===== config.mk =====
export PLATFORM = sky130hd
export DESIGN_NAME = tcs_timer
export DESIGN_NICKNAME = d
export VERILOG_FILES = /design/src/design/tcs_pkg.sv /design/src/design/tcs_edge_det.sv /design/src/design/tcs_timer.sv
export VERILOG_INCLUDE_DIRS = /design/src /design/src/design
export SDC_FILE = /design/constraint.sdc
export NUM_CORES = 1
export LEC_CHECK = 0
export ABC_AREA = 1
export ABC_CLOCK_PERIOD_IN_PS = 2900
export BUFFER_PORTS_ARGS = -buffer_cell sky130_fd_sc_hd__clkbuf_2
export CORE_ASPECT_RATIO = 1.5
export CORE_MARGIN = 2
export CORE_UTILIZATION = 54
export CTS_CLUSTER_SIZE = 25
export DETAILED_ROUTE_END_ITERATION = 10
export GPL_TIMING_DRIVEN = 0
export PLACE_DENSITY = 0.72
export SLEW_MARGIN = 5
export SYNTH_ARGS = -nofsm -noshare
export SYNTH_HDL_FRONTEND = slang
export SYNTH_HIERARCHICAL = 1
export SYNTH_SLANG_ARGS = --single-unit

===== constraint.sdc =====
create_clock -name clk_i -period 2.9 [get_ports clk_i]
set_input_delay 0.145 -clock clk_i [delete_from_list [all_inputs] [get_ports clk_i]]
set_output_delay 0.145 -clock clk_i [all_outputs]
set_load 0.01 [all_outputs]

===== src/design/tcs_cfg.svh =====
/*
 Timing constants, register offsets, field positions and reset values for the
 capture / square-wave / pulse-generator timer.
 Assumes a single 10 MHz clock and a plain strobe register port.
*/
`ifndef TCS_CFG_SVH
`define TCS_CFG_SVH

// --------------------------------------------------
// register offsets
// --------------------------------------------------
`define TCS_ADDR_MODE 4'h0
`define TCS_ADDR_CAPCTL 4'h1
`define TCS_ADDR_OUTCTL 4'h2
`define TCS_ADDR_PRESC 4'h3
`define TCS_ADDR_PRIMARY 4'h4
`define TCS_ADDR_SECONDARY 4'h5
`define TCS_ADDR_COUNTER 4'h6
`define TCS_ADDR_STATUS 4'h7

// --------------------------------------------------
// field positions
// --------------------------------------------------
`define TCS_MODE_LO 2
`define TCS_MODE_HI 3
`define TCS_CAP_PRI_CAPTURE 0
`define TCS_CAP_SRC_SEL 1
`define TCS_OUT_ENABLE 0
`define TCS_OUT_TOGGLE 1
`define TCS_OUT_PPG 2
`define TCS_PRESC_SEL_LO 0
`define TCS_PRESC_SEL_HI 1
`define TCS_ESA_LO 4
`define TCS_ESA_HI 5
`define TCS_ESB_LO 6
`define TCS_ESB_HI 7
`define TCS_ST_OVF 0
`define TCS_ST_IRQ_PRI 1
`define TCS_ST_IRQ_SEC 2

// --------------------------------------------------
// reset values and timing
// --------------------------------------------------
`define TCS_RST_BYTE 8'h00
`define TCS_RST_WORD 16'h0000
`define TCS_CNT_MAX 16'hffff
`define TCS_DIV_LOG2_1 4
`define TCS_DIV_LOG2_2 8
`define TCS_DIV_LOG2_3 12

`endif


===== src/design/tcs_pkg.sv =====
/*
 Types shared by the timer block.
 Assumes tcs_cfg.svh supplies the numeric constants.
*/
package tcs_pkg;

   // --------------------------------------------------
   // operating modes (mode bits 3:2)
   // --------------------------------------------------
   typedef enum logic [1:0]
   {
      TCS_OP_STOP = 2'h0,
      TCS_OP_RESTART = 2'h1,
      TCS_OP_MATCH = 2'h2,
      TCS_OP_FREE = 2'h3
   } tcs_op_e;

   // --------------------------------------------------
   // edge select encoding
   // --------------------------------------------------
   typedef enum logic [1:0]
   {
      TCS_EDGE_FALL = 2'h0,
      TCS_EDGE_RISE = 2'h1,
      TCS_EDGE_NONE = 2'h2,
      TCS_EDGE_BOTH = 2'h3
   } tcs_edge_e;

   // --------------------------------------------------
   // output pin sequencer
   // --------------------------------------------------
   typedef enum logic [2:0]
   {
      TCS_PIN_IDLE = 3'b001,
      TCS_PIN_WAVE = 3'b010,
      TCS_PIN_PULSE = 3'b100
   } tcs_pin_e;

   typedef struct packed
   {
      logic s1;
      logic s2;
      logic s3;
      logic [1:0] hist;
   } tcs_edge_s;

endpackage : tcs_pkg


===== src/design/tcs_edge_det.sv =====
/*
 Noise-rejecting edge detector for one trigger pin.
 Assumes the pin is asynchronous; sample_i is a one-cycle count-clock tick.
*/
`include "tcs_cfg.svh"

module tcs_edge_det
   import tcs_pkg::*;
(
   input wire logic clk_i,
   input wire logic resetn_i,
   input wire logic en_i,
   input wire logic sample_i,
   input wire logic pin_i,
   input wire logic [1:0] sel_i,
   output logic rise_o,
   output logic fall_o,
   output logic valid_o
);

   tcs_edge_s q;
   tcs_edge_s next_q;
   logic stable;
   logic level;

   always_comb
   begin
      next_q = q;
      rise_o = 1'b0;
      fall_o = 1'b0;
      next_q.s2 = q.s1;
      next_q.s1 = pin_i;
      // three equal samples in a row define the filtered level
      stable = (q.hist[0] == q.hist[1]);
      level = q.hist[0];
      if (sample_i)
      begin
         next_q.hist = {q.hist[0], q.s2};
         if (stable && (q.s2 == level) && (level != q.s3))
         begin
            next_q.s3 = level;
            rise_o = level;
            fall_o = !level;
         end
      end
      case (tcs_edge_e'(sel_i))
         TCS_EDGE_FALL: valid_o = fall_o;
         TCS_EDGE_RISE: valid_o = rise_o;
         TCS_EDGE_BOTH: valid_o = rise_o | fall_o;
         default: valid_o = 1'b0;
      endcase
   end

   always_ff @(posedge clk_i)
   begin
      if (!resetn_i)
      begin
         q <= '0;
      end
      else if (en_i)
      begin
         q <= next_q;
      end
   end

endmodule // tcs_edge_det


===== src/design/tcs_timer.sv =====
/*
 16-bit timer: pulse-width capture, square wave and pulse generator.
 Assumes a 10 MHz clock, synchronous active-low reset and a strobe port.
*/
// Chosen here: the address-and-strobe port and the placing of the registers.
`include "tcs_cfg.svh"

module tcs_timer
   import tcs_pkg::*;
(
   input wire logic clk_i,
   input wire logic resetn_i,
   input wire logic ce_i,
   input wire logic [3:0] addr_i,
   input wire logic [15:0] wdata_i,
   input wire logic wr_i,
   input wire logic rd_i,
   input wire logic trigger_input_a_i,
   input wire logic trigger_input_b_i,
   output logic [15:0] rdata_o,
   output logic timer_output_pin_o,
   output logic primary_match_irq_o,
   output logic secondary_match_irq_o
);

   typedef struct packed
   {
      logic [7:0] mode_control;
      logic [7:0] capture_control;
      logic [7:0] output_control;
      logic [7:0] prescaler_setting;
      logic [15:0] primary_compare_capture_reg;
      logic [15:0] secondary_compare_capture_reg;
      logic [15:0] main_counter;
      logic [11:0] presc;
      logic counter_overflow_flag;
      logic irq_pri_seen;
      logic irq_sec_seen;
      logic pin;
      tcs_pin_e pin_st;
      logic [15:0] rdata;
      logic irq_pri;
      logic irq_sec;
   } tcs_state_s;

   tcs_state_s q;
   tcs_state_s next_q;

   // --------------------------------------------------
   // count clock
   // --------------------------------------------------
   // count-clock tick from the prescaler; clk/1 ticks every cycle
   function automatic logic tick_sel(input logic [11:0] cnt, input logic [1:0] sel);
      case (sel)
         2'h0: tick_sel = 1'b1;
         2'h1: tick_sel = (cnt[`TCS_DIV_LOG2_1-1:0] == '0);
         2'h2: tick_sel = (cnt[`TCS_DIV_LOG2_2-1:0] == '0);
         default: tick_sel = (cnt[`TCS_DIV_LOG2_3-1:0] == '0);
      endcase
   endfunction

   tcs_op_e op;
   logic running;
   logic tick;
   logic a_rise;
   logic a_fall;
   logic a_valid;
   logic b_valid;
   logic [1:0] esa;
   logic [1:0] esb;

   assign op = tcs_op_e'(q.mode_control[`TCS_MODE_HI:`TCS_MODE_LO]);
   assign running = (op != TCS_OP_STOP);
   assign tick = running &&
      tick_sel(q.presc, q.prescaler_setting[`TCS_PRESC_SEL_HI:`TCS_PRESC_SEL_LO]);
   assign esa = q.prescaler_setting[`TCS_ESA_HI:`TCS_ESA_LO];
   assign esb = q.prescaler_setting[`TCS_ESB_HI:`TCS_ESB_LO];

   // --------------------------------------------------
   // trigger inputs, filtered on the count clock
   // --------------------------------------------------
   tcs_edge_det u_edge_a
   (
      .clk_i(clk_i),
      .resetn_i(resetn_i),
      .en_i(ce_i),
      .sample_i(tick),
      .pin_i(trigger_input_a_i),
      .sel_i(esa),
      .rise_o(a_rise),
      .fall_o(a_fall),
      .valid_o(a_valid)
   );

   // input B only raises the primary interrupt; its direction outputs are unused
   tcs_edge_det u_edge_b
   (
      .clk_i(clk_i),
      .resetn_i(resetn_i),
      .en_i(ce_i),
      .sample_i(tick),
      .pin_i(trigger_input_b_i),
      .sel_i(esb),
      .rise_o(),
      .fall_o(),
      .valid_o(b_valid)
   );

   // --------------------------------------------------
   // next state
   // --------------------------------------------------
   logic pri_capture;
   logic a_opposite;
   logic match_pri;
   logic match_sec;
   logic programmable_pulse_generation;
   logic [15:0] cnt_inc;

   always_comb
   begin
      next_q = q;
      next_q.irq_pri = 1'b0;
      next_q.irq_sec = 1'b0;
      next_q.rdata = `TCS_RST_WORD;
      pri_capture = q.capture_control[`TCS_CAP_PRI_CAPTURE];
      programmable_pulse_generation = q.output_control[`TCS_OUT_PPG];
      // wrap to zero falls out of the 16-bit add
      cnt_inc = q.main_counter + 16'h0001;
      // matches count only on a tick so they last exactly one cycle
      match_pri = tick && (q.main_counter == q.primary_compare_capture_reg);
      match_sec = tick && (q.main_counter == q.secondary_compare_capture_reg);
      // inverse edge of the one that loads the secondary register
      a_opposite = (tcs_edge_e'(esa) == TCS_EDGE_RISE) ? a_fall :
         (tcs_edge_e'(esa) == TCS_EDGE_FALL) ? a_rise : 1'b0;

      // prescaler runs only while counting, so a start begins a fresh count clock
      next_q.presc = running ? q.presc + 12'h001 : 12'h000;

      // --------------------------------------------------
      // counter
      // --------------------------------------------------
      if (!running)
      begin
         next_q.main_counter = `TCS_RST_WORD;
         next_q.pin_st = TCS_PIN_IDLE;
         // stopping drops the pin too, so a restart begins from a known level
         next_q.pin = 1'b0;
      end
      else if (tick)
      begin
         next_q.main_counter = cnt_inc;
         if (q.main_counter == `TCS_CNT_MAX)
         begin
            next_q.counter_overflow_flag = 1'b1;
         end
         if (op == TCS_OP_MATCH && match_pri && !pri_capture)
         begin
            next_q.main_counter = `TCS_RST_WORD;
         end
      end

      // --------------------------------------------------
      // captures
      // --------------------------------------------------
      // capture takes the count before this tick's increment; restart wins
      if (running && op != TCS_OP_MATCH && a_valid)
      begin
         next_q.secondary_compare_capture_reg = q.main_counter;
         next_q.irq_sec = 1'b1;
         if (op == TCS_OP_RESTART && tcs_edge_e'(esa) != TCS_EDGE_BOTH)
         begin
            next_q.main_counter = `TCS_RST_WORD;
         end
      end
      if (running && pri_capture)
      begin
         if (!q.capture_control[`TCS_CAP_SRC_SEL])
         begin
            if (a_opposite)
            begin
               next_q.primary_compare_capture_reg = q.main_counter;
               next_q.irq_pri = 1'b1;
            end
         end
         else if (b_valid)
         begin
            next_q.irq_pri = 1'b1;
         end
      end

      // --------------------------------------------------
      // compare interrupts
      // --------------------------------------------------
      if (running && !pri_capture && match_pri)
      begin
         next_q.irq_pri = 1'b1;
      end
      if (running && op == TCS_OP_MATCH && match_sec && programmable_pulse_generation)
      begin
         next_q.irq_sec = 1'b1;
      end

      // --------------------------------------------------
      // output pin
      // --------------------------------------------------
      case (q.pin_st)
         TCS_PIN_IDLE:
         begin
            if (running && q.output_control[`TCS_OUT_ENABLE])
            begin
               next_q.pin_st = programmable_pulse_generation ? TCS_PIN_PULSE : TCS_PIN_WAVE;
            end
         end
         TCS_PIN_WAVE:
         begin
            if (match_pri && q.output_control[`TCS_OUT_TOGGLE])
            begin
               next_q.pin = !q.pin;
            end
         end
         TCS_PIN_PULSE:
         begin
            // active from counter 0 through secondary, period primary+1
            if (match_pri)
            begin
               next_q.pin = 1'b1;
            end
            else if (match_sec)
            begin
               next_q.pin = 1'b0;
            end
         end
         default:
         begin
            next_q.pin_st = TCS_PIN_IDLE;
         end
      endcase
      if (!q.output_control[`TCS_OUT_ENABLE])
      begin
         next_q.pin = 1'b0;
         next_q.pin_st = TCS_PIN_IDLE;
      end

      // sticky copies of the one-cycle pulses for software that polls
      if (next_q.irq_pri)
      begin
         next_q.irq_pri_seen = 1'b1;
      end
      if (next_q.irq_sec)
      begin
         next_q.irq_sec_seen = 1'b1;
      end

      // --------------------------------------------------
      // register port
      // --------------------------------------------------
      if (wr_i)
      begin
         case (addr_i)
            `TCS_ADDR_MODE:
            begin
               next_q.mode_control = wdata_i[7:0];
               // pulse generator starts its period with the pin high
               if (wdata_i[`TCS_MODE_HI:`TCS_MODE_LO] != 2'h0 && !running)
               begin
                  next_q.pin = programmable_pulse_generation && wdata_i[`TCS_MODE_HI:`TCS_MODE_LO] == 2'h2;
               end
            end
            `TCS_ADDR_CAPCTL: next_q.capture_control = wdata_i[7:0];
            `TCS_ADDR_OUTCTL: next_q.output_control = wdata_i[7:0];
            `TCS_ADDR_PRESC: next_q.prescaler_setting = wdata_i[7:0];
            `TCS_ADDR_PRIMARY: next_q.primary_compare_capture_reg = wdata_i;
            `TCS_ADDR_SECONDARY: next_q.secondary_compare_capture_reg = wdata_i;
            `TCS_ADDR_STATUS:
            begin
               // write one to clear; a same-cycle hardware set still wins
               if (wdata_i[`TCS_ST_OVF] && !(tick && q.main_counter == `TCS_CNT_MAX))
               begin
                  next_q.counter_overflow_flag = 1'b0;
               end
               if (wdata_i[`TCS_ST_IRQ_PRI] && !next_q.irq_pri)
               begin
                  next_q.irq_pri_seen = 1'b0;
               end
               if (wdata_i[`TCS_ST_IRQ_SEC] && !next_q.irq_sec)
               begin
                  next_q.irq_sec_seen = 1'b0;
               end
            end
            default:
            begin
            end
         endcase
      end
      // read data stands for one cycle only and reads zero otherwise
      if (rd_i)
      begin
         case (addr_i)
            `TCS_ADDR_MODE: next_q.rdata = {8'h00, q.mode_control};
            `TCS_ADDR_CAPCTL: next_q.rdata = {8'h00, q.capture_control};
            `TCS_ADDR_OUTCTL: next_q.rdata = {8'h00, q.output_control};
            `TCS_ADDR_PRESC: next_q.rdata = {8'h00, q.prescaler_setting};
            `TCS_ADDR_PRIMARY: next_q.rdata = q.primary_compare_capture_reg;
            `TCS_ADDR_SECONDARY: next_q.rdata = q.secondary_compare_capture_reg;
            `TCS_ADDR_COUNTER: next_q.rdata = q.main_counter;
            `TCS_ADDR_STATUS: next_q.rdata = {13'h0000, q.irq_sec_seen,
               q.irq_pri_seen, q.counter_overflow_flag};
            default: next_q.rdata = `TCS_RST_WORD;
         endcase
      end
   end

   // --------------------------------------------------
   // state register
   // --------------------------------------------------
   always_ff @(posedge clk_i)
   begin
      if (!resetn_i)
      begin
         // pin sequencer must leave reset in its idle code, not all zeros
         q <= '0;
         q.pin_st <= TCS_PIN_IDLE;
      end
      else if (ce_i)
      begin
         q <= next_q;
      end
   end

   assign rdata_o = q.rdata;
   assign timer_output_pin_o = q.pin;
   assign primary_match_irq_o = q.irq_pri;
   assign secondary_match_irq_o = q.irq_sec;

endmodule // tcs_timer


==> flow_summary.ini <==
[power]
leakagePower_uw = 0.003249
finalPower_uw = 4400
ir_worst_vdd_uv = 341.0
powerDensity_mw_per_mm2 = 529.2

[grt]
grt_pass1_vias = 7191
grt_pass1_wl_um = 36870
grt_overflow_total = 0
antenna_found_initial = 0
grt.total_usage = 0.3375
grt_max_degree = 17

[finish]
layout_commonest_cell = nand2_1
syn_to_final_growth_pct = 16.44
most-common-layout-cells = 320 x nand2_1, 126 x dfxtp_1, 107 x a21oi_1
n_antenna_cell = 0
drive_above_1_share = 0.1353
num-nets-final = 1192
utilization = 0.6417

[critical_path]
reg2reg_depth = 18
reg2reg_slack_ns = 0.26
r2r-end = q[73]
crit_fanout = 15
worstSetupStartpointType = register
cp.required_ns = 3.18
critical_path_arrival_ns = 2.93
critPathCaptureType = register
r2r_start = q[25]
crit_type = register to register
crit_path_start = q[25]

[timing]
fin_crit_sh = 0.9119
finClkSkew_ns = 0.007485
period_minus_slack_ns = 2.644
worst_pin_slew_ns = 0.9463
grt_setup_unrepaired = false
setup_violations = 0
slew_headroom = 0.3609
hold_viol = 0
finalMaxSlewViolations = 0
max_clock_freq_mhz = 378.2

[logic_synthesis]
syn-num-nets = 1119
syn_inst = 1089
syn_area_per_cell_sq_um = 6.556
synth_warnings = 6
syn_area_sq_mm = 0.007139

[min_path]
min_path_type = primary input to register
holdPathStages = 3
hold_end = q[63]
min_from = wdata_i[10]

[routing]
via_count = 7658
routed_wl_um = 23550
antenna_left = 0
drc = 0
drtIter0Drc = 579
vias_per_cell = 5.741
dr.pass1.iters = 6
wire_per_inst_um = 17.66

[clocking]
cts.path.max_buffers = 2
numCtsBuffers = 17
clock_latency_ns = 0.43
htree_levels = 4
clkTransAtPathRegs_ns = 0.06
clockRootBuffer = clkbuf_16
cts_tree = yes
cts.sinks = 127

[floorplan]
die_area_sq_mm = 0.01418
start_util = 0.5511
num_rows = 51
fp.dieH_um = 144.8
ios = 46
coreArea_sq_mm = 0.01295
die_w_um = 97.88

[status]
status = complete, no violations

[placed_design]
hpwl_um = 17400
gp_congestion = 0.9716
io_buffers = 45

[run]
cap_violations = 0
-- critical path, cell delays in order, from the launching register on --
cell	delay [ns]
dfxtp_1	0.32
inv_1	0.11
ha_1	0.15
nand3_1	0.09
nand2_1	0.07
nand2_1	0.09
a21oi_4	0.16
buf_6	0.21
inv_1	0.09
nor2_4	0.11
nor2_1	0.05
nor3_1	0.13
o211ai_1	0.12
buf_4	0.18
buf_2	0.21
nand2_1	0.09
o211ai_1	0.08
o211ai_1	0.13
a21oi_1	0.09
-- stage by stage --
stage	worst slack [ns]	TNS [ns]	hold WS (ns)	area [sq um]	std cells
after global placement	-0.1340	-1.338	0.3792	7564	1293
final	0.2556	0	0.0005516	8313	1334
after CTS	0.06659	0	0.002607	8300	1333
after global routing	0.009740	0	0.02415	8313	1334
after floorplan	0.6486	0	0.2799	7139	1089
after detailed placement	-0.1723	-1.692	0.3856	7564	1293
-- power breakdown --
group	internal [uW]	switching (uW)
clock	1520	834
sequential	1760	15.0
combinational	71.2	191
-- metal layers --
layer | global-route usage | vias up | part of all wire
met5 | 0 | - | 0
met3 | 0.05620 | 109 | 0.071
met1 | 0.3655 | 3443 | 0.36
met2 | 0.5880 | 367 | 0.49
li1 | - | 3739 | -
met4 | 0.2566 | 0 | 0.080
-- sequential cells by signal (all words and copies together), names as in the netlist --
| register | count |
|---|---|
| esa | 2 |
| u_edge_a/next_q | 1 |
| rdata_o | 16 |
| programmable_pulse_generation | 1 |
| q | 90 |
| u_edge_b/level | 1 |
| u_edge_b/q | 3 |
| secondary_match_irq_o | 1 |
| pri_capture | 1 |
| primary_match_irq_o | 1 |
| u_edge_b/next_q | 1 |
| u_edge_a/q | 3 |
| op | 2 |
| u_edge_a/level | 1 |
| timer_output_pin_o | 1 |
| esb | 2 |
-- how the worst max path moves through the flow --
stage | to
after floorplan | q[79]
after global placement | q[82]
after detailed placement | q[82]
after CTS | q[57]
after global routing | q[57]
final | q[73]
-- layout make-up --
| cell class | count | area, sq um |
|---|---|---|
| fill | 1257 | 4641 |
| multi-input combinational | 768 | 3775 |
| sequential | 127 | 2544 |
| inverter | 125 | 469.2 |
| clock buffer | 18 | 429.2 |
| buffer | 69 | 370.4 |
| timing repair buffer | 54 | 310.3 |
| clock inverter | 14 | 216.5 |
| tap | 159 | 198.9 |
-- what timing repair did --
item                                    in CTS  in global routing
buffers inserted                             1                  1
hold buffers                                 7                  0
resized for setup                            4                  3
pin swaps                                    1                  0
endpoints found under the hold margin        7                  0
endpoints found under the setup margin      18                 32
gates cloned                                 0                  0
Power figures use the tool's default switching activity.
